--- src/hdl/mmd_pkg.sv ---
// Purpose: Constants and carriers for the memory map and vector decoder
// Assumes: 16-bit CPU address space, 8-bit data
// Notes:   APB offsets of the CPU-side window are byte addresses
package mmd_pkg;
   localparam logic [15:0] RAM1_LO      = 16'h0040;
   localparam logic [15:0] RAM1_HI      = 16'h043F;
   localparam logic [15:0] RAM2_LO      = 16'h0580;
   localparam logic [15:0] RAM2_HI      = 16'h097F;
   localparam logic [15:0] PAGE0_END    = 16'h00FF;
   localparam logic [15:0] FLASH_LO     = 16'h8000;
   localparam logic [15:0] FLASH_HI     = 16'hFDFF;
   localparam logic [15:0] PROT1_ADDR   = 16'hFF80;
   localparam logic [15:0] PROT2_ADDR   = 16'hFF81;
   localparam logic [15:0] CTRL_ADDR    = 16'hFF88;
   localparam logic [15:0] VEC_LO       = 16'hFFCC;
   localparam logic [15:0] VEC_HI       = 16'hFFFF;
   localparam logic [15:0] SP_RESET     = 16'h00FF;
   localparam logic [4:0]  SRC_LOWEST   = 5'h18;
   localparam logic [2:0]  IRQ_PUSH_N   = 3'h5;
   localparam logic [2:0]  CALL_PUSH_N  = 3'h2;
   localparam int          ROW_BYTES    = 64;
   localparam int          PAGE_BYTES   = 128;
   localparam logic [7:0]  ERASED_BYTE  = 8'hFF;
   localparam logic [7:0]  PROT_RESET   = 8'hFF;
   // Control register fields
   localparam int          CTL_PGM      = 0;
   localparam int          CTL_ERASE    = 1;
   localparam int          CTL_MASS     = 2;
   localparam int          CTL_HIGH_VOLTAGE_ENABLE     = 3;
   localparam logic [7:0]  CTL_MASK     = 8'h0F;
   // APB map (byte addresses)
   localparam logic [11:0] A_DECODE     = 12'h000;
   localparam logic [11:0] A_RESULT     = 12'h004;
   localparam logic [11:0] A_STACK      = 12'h008;
   localparam logic [11:0] A_SP         = 12'h00C;
   localparam logic [11:0] A_PROT1      = 12'h010;
   localparam logic [11:0] A_PROT2      = 12'h014;
   localparam logic [11:0] A_CTRL       = 12'h018;
   localparam logic [11:0] A_SECURE     = 12'h01C;

   typedef enum logic [2:0] {
      RG_NONE = 3'h0, RG_RAM = 3'h1, RG_FLASH = 3'h2, RG_FREG = 3'h3, RG_VEC = 3'h4
   } mmd_region_e;

   typedef enum logic [1:0] {
      ST_NONE = 2'h0, ST_PUSH = 2'h1, ST_PULL = 2'h2, ST_IRQ = 2'h3
   } mmd_stack_e;

   typedef struct packed {
      mmd_region_e region;
      logic        page0;
      logic        vec_hi;
      logic [4:0]  vec_src;
      logic        vec_valid;
   } mmd_dec_s;
endpackage : mmd_pkg

--- src/hdl/mmd_top.sv ---
// Purpose: Memory map, vector and stack pointer decode with flash registers
// Assumes: APB slave, 32-bit data, one clock, async active-high reset
// Notes:   Decoded address is written over APB, result read back
`timescale 1ns/1ps
module mmd_top (
   // Clock and reset
   input  wire logic        clock_i,
   input  wire logic        reset_i,
   // APB slave
   input  wire logic        psel_i,
   input  wire logic        penable_i,
   input  wire logic        pwrite_i,
   input  wire logic [11:0] paddr_i,
   input  wire logic [31:0] pwdata_i,
   output logic      [31:0] prdata_o,
   output logic             pready_o,
   output logic             pslverr_o,
   // Stack pointer and flash status
   output logic      [15:0] sp_o,
   output logic      [3:0]  flash_ctrl_o,
   output logic      [6:0]  row_index_o,
   output logic      [7:0]  page_index_o
);

   typedef struct packed {
      logic [15:0]       addr;
      mmd_pkg::mmd_dec_s dec;
      logic [15:0]       sp;
      logic [7:0]        prot1;
      logic [7:0]        prot2;
      logic [3:0]        ctrl;
      logic              secure;
      logic [31:0]       rdata;
      logic              ready;
      logic              err;
   } mmd_state_s;

   mmd_state_s st;
   mmd_state_s next_st;

   function automatic mmd_pkg::mmd_dec_s decode(input logic [15:0] a);
      mmd_pkg::mmd_dec_s d;
      logic [15:0]       off;
      d   = '0;
      off = a - mmd_pkg::VEC_LO;
      d.region = mmd_pkg::RG_NONE;
      // Ranges are disjoint, so priority order here never matters
      if ((a >= mmd_pkg::RAM1_LO && a <= mmd_pkg::RAM1_HI) ||
          (a >= mmd_pkg::RAM2_LO && a <= mmd_pkg::RAM2_HI)) begin
         d.region = mmd_pkg::RG_RAM;
      end else if (a >= mmd_pkg::FLASH_LO && a <= mmd_pkg::FLASH_HI) begin
         d.region = mmd_pkg::RG_FLASH;
      end else if (a == mmd_pkg::PROT1_ADDR || a == mmd_pkg::PROT2_ADDR ||
                   a == mmd_pkg::CTRL_ADDR) begin
         d.region = mmd_pkg::RG_FREG;
      end else if (a >= mmd_pkg::VEC_LO) begin
         d.region = mmd_pkg::RG_VEC;
      end
      d.page0 = (d.region == mmd_pkg::RG_RAM) && (a <= mmd_pkg::PAGE0_END);
      if (d.region == mmd_pkg::RG_VEC) begin
         d.vec_hi = ~a[0];
         // Source 24 sits lowest; sources above IF1 have number zero
         if (off[6:1] < 6'(mmd_pkg::SRC_LOWEST)) begin
            d.vec_src   = mmd_pkg::SRC_LOWEST - off[5:1];
            d.vec_valid = 1'b1;
         end
      end
      return d;
   endfunction : decode

   logic        setup;
   logic        wr;
   logic        rd;
   logic        mapped;
   logic [3:0]  ctrl_w;
   logic [15:0] stack_step;

   always_comb begin
      next_st    = st;
      setup      = psel_i && !penable_i;
      wr         = psel_i && penable_i && pwrite_i;
      // Read data is taken at setup so it stands together with pready
      rd         = psel_i && !penable_i && !pwrite_i;
      ctrl_w     = pwdata_i[3:0];
      stack_step = 16'h0000;
      mapped     = (paddr_i[11:5] == 7'h00) && (paddr_i[1:0] == 2'b00);
      next_st.ready = setup;
      next_st.err   = setup && !mapped;
      next_st.dec   = decode(st.addr);
      if (wr && mapped) begin
         unique case (paddr_i)
            mmd_pkg::A_DECODE: next_st.addr = pwdata_i[15:0];
            mmd_pkg::A_STACK: begin
               unique case (mmd_pkg::mmd_stack_e'(pwdata_i[1:0]))
                  mmd_pkg::ST_NONE: stack_step = 16'h0000;
                  mmd_pkg::ST_PUSH: stack_step = 16'(pwdata_i[2] ?
                                     mmd_pkg::CALL_PUSH_N : 3'h1);
                  mmd_pkg::ST_IRQ:  stack_step = 16'(mmd_pkg::IRQ_PUSH_N);
                  mmd_pkg::ST_PULL: stack_step = 16'h0000;
               endcase
               if (pwdata_i[1:0] == 2'(mmd_pkg::ST_PULL)) begin
                  next_st.sp = st.sp + 16'h0001;
               end else begin
                  next_st.sp = st.sp - stack_step;
               end
            end
            mmd_pkg::A_SP:     next_st.sp = pwdata_i[15:0];
            mmd_pkg::A_PROT1:  next_st.prot1 = pwdata_i[7:0];
            mmd_pkg::A_PROT2:  next_st.prot2 = pwdata_i[7:0];
            mmd_pkg::A_CTRL: begin
               // Both selects asked at once: request refused, both keep old value
               if (ctrl_w[mmd_pkg::CTL_PGM] && ctrl_w[mmd_pkg::CTL_ERASE]) begin
                  ctrl_w[mmd_pkg::CTL_PGM]   = st.ctrl[mmd_pkg::CTL_PGM];
                  ctrl_w[mmd_pkg::CTL_ERASE] = st.ctrl[mmd_pkg::CTL_ERASE];
               end
               // High voltage needs a select active
               if (!(ctrl_w[mmd_pkg::CTL_PGM] || ctrl_w[mmd_pkg::CTL_ERASE])) begin
                  ctrl_w[mmd_pkg::CTL_HIGH_VOLTAGE_ENABLE] = 1'b0;
               end
               next_st.ctrl = ctrl_w;
            end
            // Security only ever sets until reset
            mmd_pkg::A_SECURE: next_st.secure = st.secure | pwdata_i[0];
            default: ;
         endcase
      end
      next_st.rdata = 32'h0000_0000;
      if (rd && mapped) begin
         unique case (paddr_i)
            mmd_pkg::A_DECODE: next_st.rdata = {16'h0000, st.addr};
            mmd_pkg::A_RESULT: next_st.rdata = {19'h0_0000, st.dec.vec_valid,
                                   st.dec.vec_src, st.dec.vec_hi, st.dec.page0,
                                   2'b00, st.dec.region};
            mmd_pkg::A_SP:     next_st.rdata = {16'h0000, st.sp};
            // Secure hides protect bytes as erased
            mmd_pkg::A_PROT1:  next_st.rdata = {24'h00_0000,
                                   st.secure ? mmd_pkg::ERASED_BYTE : st.prot1};
            mmd_pkg::A_PROT2:  next_st.rdata = {24'h00_0000,
                                   st.secure ? mmd_pkg::ERASED_BYTE : st.prot2};
            mmd_pkg::A_CTRL:   next_st.rdata = {28'h000_0000, st.ctrl};
            mmd_pkg::A_SECURE: next_st.rdata = {31'h0000_0000, st.secure};
            default:           next_st.rdata = 32'h0000_0000;
         endcase
      end
   end

   always_ff @(posedge clock_i or posedge reset_i) begin
      if (reset_i) begin
         st        <= '0;
         st.sp     <= mmd_pkg::SP_RESET;
         st.prot1  <= mmd_pkg::PROT_RESET;
         st.prot2  <= mmd_pkg::PROT_RESET;
      end else begin
         st <= next_st;
      end
   end

   assign prdata_o     = st.rdata;
   assign pready_o     = st.ready;
   assign pslverr_o    = st.err;
   assign sp_o         = st.sp;
   assign flash_ctrl_o = st.ctrl;
   // Row is address bit 6 upward, page bit 7 upward
   assign row_index_o  = st.addr[12:$clog2(mmd_pkg::ROW_BYTES)];
   assign page_index_o = st.addr[14:$clog2(mmd_pkg::PAGE_BYTES)];

   a_sel_interlock: assert property (@(posedge clock_i) disable iff (reset_i)
      !(st.ctrl[mmd_pkg::CTL_PGM] && st.ctrl[mmd_pkg::CTL_ERASE]))
      else $error("program and erase both set");
   a_high_voltage_enable_needs_sel: assert property (@(posedge clock_i) disable iff (reset_i)
      st.ctrl[mmd_pkg::CTL_HIGH_VOLTAGE_ENABLE] |-> (st.ctrl[mmd_pkg::CTL_PGM] | st.ctrl[mmd_pkg::CTL_ERASE]))
      else $error("high voltage without select");
   a_ram_decode: assert property (@(posedge clock_i) disable iff (reset_i)
      $changed(st.addr) |=> (st.dec.region == mmd_pkg::RG_RAM) ==
         (($past(st.addr) >= 16'h0040 && $past(st.addr) <= 16'h043F) ||
          ($past(st.addr) >= 16'h0580 && $past(st.addr) <= 16'h097F)))
      else $error("ram decode wrong");
   a_flash_decode: assert property (@(posedge clock_i) disable iff (reset_i)
      ##1 (st.dec.region == mmd_pkg::RG_FLASH) ==
         ($past(st.addr) >= 16'h8000 && $past(st.addr) <= 16'hFDFF))
      else $error("flash decode wrong");
   a_vec_pair: assert property (@(posedge clock_i) disable iff (reset_i)
      ##1 ($past(st.addr) == 16'hFFCC) |-> st.dec.vec_hi && st.dec.vec_src == 5'h18)
      else $error("lowest vector wrong");
   a_sp_pull: assert property (@(posedge clock_i) disable iff (reset_i)
      (wr && paddr_i == mmd_pkg::A_STACK && pwdata_i[1:0] == 2'h2) |=>
         st.sp == $past(st.sp) + 16'h0001)
      else $error("pull did not increment");
   a_sp_irq: assert property (@(posedge clock_i) disable iff (reset_i)
      (wr && paddr_i == mmd_pkg::A_STACK && pwdata_i[1:0] == 2'h3) |=>
         st.sp == $past(st.sp) - 16'h0005)
      else $error("irq push not five");
   a_secure_hold: assert property (@(posedge clock_i) disable iff (reset_i)
      st.secure |=> st.secure)
      else $error("security dropped");
   a_page0_ram: assert property (@(posedge clock_i) disable iff (reset_i)
      st.dec.page0 |-> st.dec.region == mmd_pkg::RG_RAM)
      else $error("page zero outside ram");
   a_apb_ready: assert property (@(posedge clock_i) disable iff (reset_i)
      (psel_i && !penable_i) |=> pready_o)
      else $error("ready not one cycle after setup");
   a_rdata_idle: assert property (@(posedge clock_i) disable iff (reset_i)
      !pready_o |-> prdata_o == 32'h0000_0000)
      else $error("read data outside access cycle");
   a_err_ready: assert property (@(posedge clock_i) disable iff (reset_i)
      pslverr_o |-> pready_o)
      else $error("error without ready");
   a_vec_area: assert property (@(posedge clock_i) disable iff (reset_i)
      $changed(st.addr) |=> (st.dec.region == mmd_pkg::RG_VEC) ==
         ($past(st.addr) >= mmd_pkg::VEC_LO))
      else $error("vector area decode wrong");
   a_freg_decode: assert property (@(posedge clock_i) disable iff (reset_i)
      $changed(st.addr) |=> (st.dec.region == mmd_pkg::RG_FREG) ==
         ($past(st.addr) == mmd_pkg::PROT1_ADDR || $past(st.addr) == mmd_pkg::PROT2_ADDR ||
          $past(st.addr) == mmd_pkg::CTRL_ADDR))
      else $error("flash register decode wrong");
   a_vec_even_high: assert property (@(posedge clock_i) disable iff (reset_i)
      (st.dec.region == mmd_pkg::RG_VEC && $stable(st.addr)) |->
         st.dec.vec_hi == !st.addr[0])
      else $error("vector byte order wrong");
   a_vec_src_range: assert property (@(posedge clock_i) disable iff (reset_i)
      st.dec.vec_valid |-> (st.dec.region == mmd_pkg::RG_VEC &&
         st.dec.vec_src >= 5'h01 && st.dec.vec_src <= mmd_pkg::SRC_LOWEST))
      else $error("vector source out of range");
   a_one_region: assert property (@(posedge clock_i) disable iff (reset_i)
      st.dec.region <= mmd_pkg::RG_VEC)
      else $error("illegal region code");
   a_page0_range: assert property (@(posedge clock_i) disable iff (reset_i)
      (st.dec.region == mmd_pkg::RG_RAM && $stable(st.addr) &&
         st.addr <= mmd_pkg::PAGE0_END) |-> st.dec.page0)
      else $error("page zero ram not flagged");
   a_sp_reset: assert property (@(posedge clock_i) disable iff (reset_i)
      $fell(reset_i) |-> st.sp == mmd_pkg::SP_RESET)
      else $error("stack pointer reset value wrong");
   a_sp_call: assert property (@(posedge clock_i) disable iff (reset_i)
      (wr && paddr_i == mmd_pkg::A_STACK && pwdata_i[2:0] == 3'h5) |=>
         st.sp == $past(st.sp) - 16'h0002)
      else $error("call push not two");
   a_sp_push: assert property (@(posedge clock_i) disable iff (reset_i)
      (wr && paddr_i == mmd_pkg::A_STACK && pwdata_i[2:0] == 3'h1) |=>
         st.sp == $past(st.sp) - 16'h0001)
      else $error("push did not decrement");
   a_prot_write: assert property (@(posedge clock_i) disable iff (reset_i)
      (wr && paddr_i == mmd_pkg::A_PROT1) |=> st.prot1 == $past(pwdata_i[7:0]))
      else $error("protect byte write lost");
   a_secure_read: assert property (@(posedge clock_i) disable iff (reset_i)
      (rd && paddr_i == mmd_pkg::A_PROT1 && st.secure) |=>
         prdata_o == {24'h00_0000, mmd_pkg::ERASED_BYTE})
      else $error("protect byte visible while secure");

endmodule : mmd_top

--- config.mk ---
export PLATFORM = sky130hd
export DESIGN_NAME = mmd_top
export DESIGN_NICKNAME = d
export VERILOG_FILES = /design/src/hdl/mmd_pkg.sv /design/src/hdl/mmd_top.sv
export SDC_FILE = /design/constraint.sdc
export NUM_CORES = 1
export LEC_CHECK = 0
export BUFFER_PORTS_ARGS = -buffer_cell sky130_fd_sc_hd__buf_2
export CAP_MARGIN = 20
export CORE_MARGIN = 2
export CORE_UTILIZATION = 42
export CTS_CLUSTER_SIZE = 14
export DETAILED_ROUTE_END_ITERATION = 10
export PLACE_DENSITY = 0.64
export SLEW_MARGIN = 0
export SYNTH_ARGS = -nofsm -noshare
export SYNTH_HDL_FRONTEND = slang
export SYNTH_SLANG_ARGS = --single-unit
--- constraint.sdc ---
create_clock -name clock_i -period 2.6 [get_ports clock_i]
set_input_delay 0.52 -clock clock_i [delete_from_list [all_inputs] [get_ports clock_i]]
set_output_delay 0.52 -clock clock_i [all_outputs]
set_load 0.01 [all_outputs]
Word-level counts from Yosys, hierarchy flattened

Index checks and enable logic that the tools add are counted.

Eq/ne operators: 15
$lt $le $gt $ge: 9
Bitwise gates (word level): 2
Reduce and logical (&&, ||, !) cells: 32
$add $sub $neg: 4
Multiplexer cells: 20

Operators with widths:

| kind                                                                 | count |
|---|---|
| case mux 16 bit (7 select lines)                                     | 1 |
| two-way mux 16 bit                                                   | 4 |
| equality test 12 x 5 -> 1 bit (second input constant)                | 4 |
| equality test 16 bit (second input constant)                         | 3 |
| case mux 16 bit (3 select lines)                                     | 1 |
| greater-or-equal comparator 16 bit (second input constant)           | 2 |
| case mux 16 bit (2 select lines)                                     | 1 |
| equality test 12 x 4 -> 1 bit (second input constant)                | 2 |
| adder 16 x 1 -> 16 bit (second input constant)                       | 1 |
| greater-or-equal comparator 16 x 11 -> 1 bit (second input constant) | 1 |
| greater-or-equal comparator 16 x 7 -> 1 bit (second input constant)  | 1 |
| <= comparator 16 x 11 -> 1 bit (second input constant)               | 1 |
| <= comparator 16 x 12 -> 1 bit (second input constant)               | 1 |
| <= comparator 16 bit (second input constant)                         | 1 |
| <= comparator 16 x 8 -> 1 bit (second input constant)                | 1 |
| two-way mux 8 bit                                                    | 2 |
| subtractor 16 bit                                                    | 1 |
| logical AND 1 bit                                                    | 13 |
| equality test 12 x 3 -> 1 bit (second input constant)                | 1 |
| logical NOT 12 bit                                                   | 1 |
| two-way mux 3 bit                                                    | 4 |
| AND reduction 2 bit                                                  | 6 |
| two-way mux 2 bit                                                    | 4 |
| logical NOT 7 bit                                                    | 1 |
| other kinds (17)                                                     | 24 |

Output and inout port bits: 69
Register bits after elaboration: 98
Bits of input ports: 49

Logic depth before layout (Yosys ltp)

Gate-level depths: netlist (run 1).

Depth in word-level cells: 8
Depth in mapped cells: 15
Gate-level depth less buffers: 13

Worst setup path before layout (run 1)

No wires, ideal clock.

Kind: input-to-reg
Start: in pwdata_i[0]
End: reg st (netlist bit sp_o[14])
Path slack: -0.954 ns
Required time: 2.474 ns
Data arrival time: 3.428 ns
Cell stages on the path: 15
Setup time: 0.126 ns
Path through: clkbuf_1 -> clkbuf_1 -> clkbuf_1 -> a21o_1 -> ha_1 -> inv_1 -> fa_1 -> nand2b_1 -> a21oi_1 -> o21a_1 -> o2111ai_2 -> and3_1 -> o32ai_1 -> mux2i_1 -> a221o_1

Cells in the longest elaborated chain, start to end: 8
Elaborated cells between the ends (all ways): 11
Classes of those cells: 1 x add/sub; 3 x eq/ne; 5 x mux; 2 x reduce/logical

Ends and longest elaborated chain:

| element                                                  | line                          | RTL |
|---|---|---|
| start, declared                                          | mmd_top.sv:14                 | `input wire logic [31:0] pwdata_i,` |
| equality test 2 bit or logical NOT 2 bit (tied branches) | mmd_top.sv:94, mmd_top.sv:101 |  |
| OR reduction 2 bit (no source line)                      | --                            |  |
| case mux 16 bit (3 select lines)                         | mmd_top.sv:94                 | `unique case (mmd_pkg::mmd_stack_e'(pwdata_i[1:0]))` |
| two-way mux 16 bit                                       | mmd_top.sv:91                 | `unique case (paddr_i)` |
| two-way mux 16 bit                                       | mmd_top.sv:90                 | `if (wr && mapped) begin` |
| subtractor 16 bit                                        | mmd_top.sv:104                | `next_st.sp = st.sp - stack_step;` |
| two-way mux 16 bit *                                     | mmd_top.sv:101                | `if (pwdata_i[1:0] == 2'(mmd_pkg::ST_PULL)) begin` |
| case mux 16 bit (2 select lines) *                       | mmd_top.sv:91                 |  |
| end signal, assigned                                     | mmd_top.sv:154                | `st <= next_st;` |
| end, declared                                            | mmd_top.sv:38                 | `mmd_state_s st;` |

Every way passes the cells marked *; elsewhere a longest branch is shown, timed or not. The select of a mux whose other input is x is not followed.
A chain may end at the register's enable or synchronous reset.

Final worst setup path (run 1)

Start: in pwdata_i[0]
End: reg st (netlist bit sp_o[15])

Same word-level chain as after synthesis.

==> metrics.cfg, run 1 <==
[cts]
cts_tree=done
clock_latency_ps=340
cts-htree-levels=3
cts-hold-fix-buffers=0
clkTransAtPathRegs_ps=60
cts_buffers=9
clockBufferDepth=2
clock-sinks=82
clock-root-buffer=clkbuf_16

[global_route]
grt_pass1_vias=4042
grt_usage_pct=21.1
antenna_found_initial=0
grt_pass1_wl_um=21200
gr-total-overflow=0
grt_start_max_net_pins=37

[timing]
whs_ps=254
slew_viol_final=0
setup_slack_ps=81.6
hold_violations=0
setup_viol=0
fin_skew_ps=10.3
relSlewSlack_pct=55.2
rsz0062_at_grt=yes
fmax_mhz=397
period_minus_slack_ps=2520
min_period_over_period_pct=96.9
worstMarginPinSlew_ps=670

[yosys]
synth_edf_count=0
synth_area_um2=5120
yosysSeqAreaShare_pct=40.6
synth_cell_types=66
ys_warn_count=0
ys_ff_latch=82
ys_async_sr_fraction_pct=100
synthCells=558
ys.flop_type=dfrtp_1
avgSynthCellArea_um2=9.18

[placement]
dp_slack_ps=-401
port_buffers=85
dp_cells=762
dp_hpwl_um=10000
place_congestion=0.885

[pwr]
peakVddDrop_mv=0.262
leakage_nw=2.90
powerDensity_nw_per_um2=453
p_total_mw=2.71

[floorplanning]
fp.dieW_um=114
core.rowCount=40
ios=118
initial_utilization_pct=42.8
die_h_um=114
design.die.area_um2=13100
core_um2=12000

[finish]
drive_above_1_share_pct=36.5
seq_area_um2=2080
multi_input_area_um2=2510
area_growth_pct=16.6
layoutNonFillerInstCount=780
n_antenna_cell=0
final_cell_mix=buf_2 (84), nor2_1 (72), dfrtp_1 (58)
layout_commonest_cell=buf_2
layout.nets=695
fillCellCount=1090

[drt]
viasPerCell=5.44
firstDrtPassIters=6
wirelength_um=13200
ant_nets=0
drt_iter0_drc=323
wl_per_cell_um=16.9
drc_errors=0
vias=4246

[critical_path]
cp-startpoint=pwdata_i[0]
cp_max_fo=16
startpoint_type=primary input
crit_type=in2reg
reg2reg_from=sp_o[1]
worstPathArrival_ps=2750
cp_data_required_time_ps=2830
cp-end-kind=flip-flop

[run_status]
status=complete, no violations

[worst_hold_path]
worstHoldPathType=in2async

[run]
maxCapViolations=0

==> final cells by class <==
cell class	count	share of cell area [%]
multi-input combinational	384	42.1
sequential	82	34.9
timing repair buffer	137	14.3
clock buffer	11	4.06
tap	147	3.08
inverter	14	0.901
clock inverter	5	0.670
==> repair_timing <==
action	CTS	global route
buffers inserted	0	2
setup endpoints to repair	1	5
resized for setup	2	10
endpoints found under the hold margin	0	0
pin swaps	0	4
==> where the power goes <==
part | switching [mW] | total (mW) | internal (mW) | leakage, nW
sequential | 0.00115 | 1.28 | 1.28 | 1.04
clock | 0.528 | 1.21 | 0.678 | 0.140
combinational | 0.135 | 0.219 | 0.0837 | 1.72
total | 0.664 | 2.71 | 2.04 | 2.90
==> flip-flops by register name, indices dropped and copies added, names as in the netlist <==
signal / cells
pslverr_o: 1
page_index_o: 8
prdata_o: 16
row_index_o: 1
st: 35
flash_ctrl_o: 4
pready_o: 1
sp_o: 16
==> layer usage <==
metal	GRT usage, %	routed length (µm)
met1	29.4	5900
met3	3.55	760
met2	33.1	6320
met5	0	0
met4	7.48	235
==> Yosys cell counts (all sizes together), types with 6 or more instances <==
library cell   n  area, µm²
a22oi          6       45.0
nor2          73        277
buf           75        551
mux2i         10        100
dfrtp         58       1450
nand2b         6       37.5
o21ai         39        199
nor3          11       65.1
mux2          30        338
a21oi         33        165
nand3         10       50.1
ha            17        213
clkbuf        18       67.6
inv           14       52.6
nand2         47        179
nor4           6       52.6
dfstp         24        631
==> worst max-delay path, cell delays in order <==
cell and delay, ps:
clkbuf_4 170, buf_4 220, ha_1 340, nand2_1 130, nor3b_2 60, a211oi_2 220
buf_4 170, o21ai_4 80, o31a_1 260, a31oi_2 200, mux2i_1 110, a221o_1 260
==> through the flow <==
stage               TNS (ps)  cell area, µm²  utilization (%)
floorplan              -1440            5250                -
global placement       -1170            5620             47.0
detailed placement     -1540            5620             47.0
CTS                        0            5910             49.4
global route           -52.9            5970             49.9
finish                     0            5970             49.9
==> kinds of logic after synthesis <==
group	after synthesis	share of synthesized area, %
mux	40	8.55
flops	82	40.6
other cells	1	0.0732
xor+xnor	9	1.54
simple gates	178	16.1
compound gates	121	15.1
buf+inv	107	13.1
fa+ha+maj	20	4.93
==> path summary, 6_finish.rpt <==
check | endpoint | slack, ps | cells past startpoint
max | sp_o[15] | 80 | 12
min | prdata_o[0] | 250 | 2
max reg2reg | sp_o[15] | 90 | 10
min reg2reg | st[39] | 500 | 2
max in group asynchronous | st[46] | 1620 | 3
min in group clock_i | sp_o[15] | 440 | 2
(Power assumes the default switching activity.)
==> inputs of run 2 (changes only) <==
--- a/config.mk
+++ b/config.mk
@@ -8,10 +8,11 @@
 export BUFFER_PORTS_ARGS = -buffer_cell sky130_fd_sc_hd__buf_2
 export CAP_MARGIN = 20
 export CORE_MARGIN = 2
-export CORE_UTILIZATION = 42
+export CORE_UTILIZATION = 36
 export CTS_CLUSTER_SIZE = 14
 export DETAILED_ROUTE_END_ITERATION = 10
-export PLACE_DENSITY = 0.64
+export MAX_ROUTING_LAYER = met4
+export PLACE_DENSITY = 0.54
 export SLEW_MARGIN = 0
 export SYNTH_ARGS = -nofsm -noshare
 export SYNTH_HDL_FRONTEND = slang
==> constraint.sdc (replaced) <==
create_clock -name clock_i -period 2.5 [get_ports clock_i]
set_input_delay 0.5 -clock clock_i [delete_from_list [all_inputs] [get_ports clock_i]]
set_output_delay 0.5 -clock clock_i [all_outputs]
set_load 0.01 [all_outputs]
==> run 2 against run 1 <==
Worst setup slack worse by 65 ps. Highest routed layer unchanged. Clock skew is 1.7 ps lower. Global-route usage is 1.9 points lower. Via count is 0.14% lower. Count of clock-buffer cells in the layout is 1 higher. Worst hold slack worse by 110 ps. First-iteration DRC count is 3.1% higher. Core utilization is 5.9 points lower. Routed wire length is 3.9% higher. Final area is 2.3% higher. Power is 5.7% higher. Non-clock buffer count is 10 higher.
==> metrics.cfg, run 2 (synthesis gave the netlist of run 1 again) <==
[worst_hold_path]
worstHoldPathType=in2async

[floorplanning]
fp.dieW_um=123
core.rowCount=43
die_h_um=123
ios=118
core_um2=13900
design.die.area_um2=15200
initial_utilization_pct=36.9

[timing]
rsz0062_at_grt=yes
period_minus_slack_ps=2480
fin_skew_ps=8.66
whs_ps=141
finalSetupTns_ps=0
slew_viol_final=0
setup_viol=0
min_period_over_period_pct=99.3
setup_slack_ps=16.3
hold_violations=0
fmax_mhz=403

[finish]
n_antenna_cell=0
layout.nets=705
largest_reg_flops=35
regMostFlops=st
layoutNonFillerInstCount=823
fillCellCount=1392
final_util_pct=44.0
layout_commonest_cell=buf_2
design_area_um2=6110
final_cell_mix=buf_2 (84), nor2_1 (71), dfrtp_1 (58), buf_4 (58), nand2_1 (46)
area_growth_pct=19.2
drive_above_1_share_pct=37.5

[pwr]
comb_power_share_pct=8.0
peakVddDrop_mv=0.265
p_int_mw=2.18
netSwitchingFraction_pct=23.9
powerDensity_nw_per_um2=468
power_frac_clock_pct=45.4
leakage_nw=2.96
p_switching_mw=0.683
p_total_mw=2.86
seqPwrFrac_pct=46.6

[cts]
cts_tree=done
clockBufferDepth=2
clock-root-buffer=clkbuf_16
clock_latency_ps=350
cts-htree-levels=3
clock-sinks=82
cts-hold-fix-buffers=0
cts_buffers=9
clkTransAtPathRegs_ps=60

[drt]
wirelength_um=13700
vias=4240
wl_per_cell_um=16.7
drt_iter0_drc=333
viasPerCell=5.15
drc_errors=0
firstDrtPassIters=5
ant_nets=0

[critical_path]
crit_type=reg2reg
startpoint_type=flip-flop
cp-end-kind=flip-flop
worstPathArrival_ps=2710
cp_max_fo=5
cp_data_required_time_ps=2730

[global_route]
grt_pass1_vias=3841
gr-total-overflow=0
grt_pass1_wl_um=21100
grt_usage_pct=19.1
antenna_found_initial=0
grt_start_max_net_pins=67

[placement]
dp_cells=798
place_congestion=0.878
port_buffers=85
placed_cell_area_um2=5690
dp_hpwl_um=10400
dp_slack_ps=-426

[run_status]
status=complete, no violations

[run]
maxCapViolations=0

-- run 2: cell count changes in the layout (fill, tap and decap cells not counted), sizes merged --
cell      previous run  this run
clkinv               6         2
clkinvlp             0         1
inv                 13        15
buf                136       147
-- run 2: critical path, stage by stage (launching register included) --
cell      delay (ps)
dfstp_2          570
ha_4             210
a211oi_4         250
o21ai_2          100
a211oi_2         280
o21ai_2          150
o31a_1           240
a31oi_1          190
mux2i_1          110
a221o_1          260
-- run 2: repair_timing --
action | 4_1_cts | 5_1_grt
gates resized for setup | 7 | 7
buffers inserted | 5 | 4
pin swaps | 11 | 5
endpoints found under the setup margin | 4 | 5
-- run 2: path summary, 6_finish.rpt --
path	from	endpoint	slack, ps	cells past startpoint
worst max-delay path	sp_o[1]	sp_o[15]	20	9
worst min register to register	st[39]	st[39]	500	2
worst min-delay path	reset_i	prdata_o[3]	140	2
min in group clock_i	pwdata_i[10]	page_index_o[3]	410	2
worst max register to register	sp_o[1]	sp_o[15]	20	9
max in group asynchronous	reset_i	sp_o[7]	1650	3
-- run 2: area by class of cell --
type / count / area, µm² / area share (%)
clock buffer: 12 / 268 / 4.38
clock inverter: 4 / 22.5 / 0.369
inverter: 14 / 56.3 / 0.922
multi-input combinational: 384 / 2520 / 41.2
sequential: 82 / 2080 / 34.1
tap: 180 / 225 / 3.69
timing repair buffer: 147 / 938 / 15.4
-- run 2: power groups by stage --
| stage | registers, mW | logic [mW] | clock network, mW |
|---|---|---|---|
| 5_1_grt | 1.33 | 0.254 | 1.39 |
| 4_1_cts | 1.33 | 0.226 | 1.33 |
| 3_5_place_dp | 1.36 | 0.222 | 0 |
| 6_report | 1.33 | 0.229 | 1.30 |
| 3_3_place_gp | 1.36 | 0.218 | 0 |
| 2_1_floorplan | 1.36 | 0.143 | 0 |
-- run 2: per-layer routing --
metal	track usage (%)	up-vias	share of wire (%)
met1	27.2	2097	48
met2	27.9	98	46
li1	-	2031	-
met5	-	-	0
met4	6.11	0	1.5
met3	3.00	14	4.1
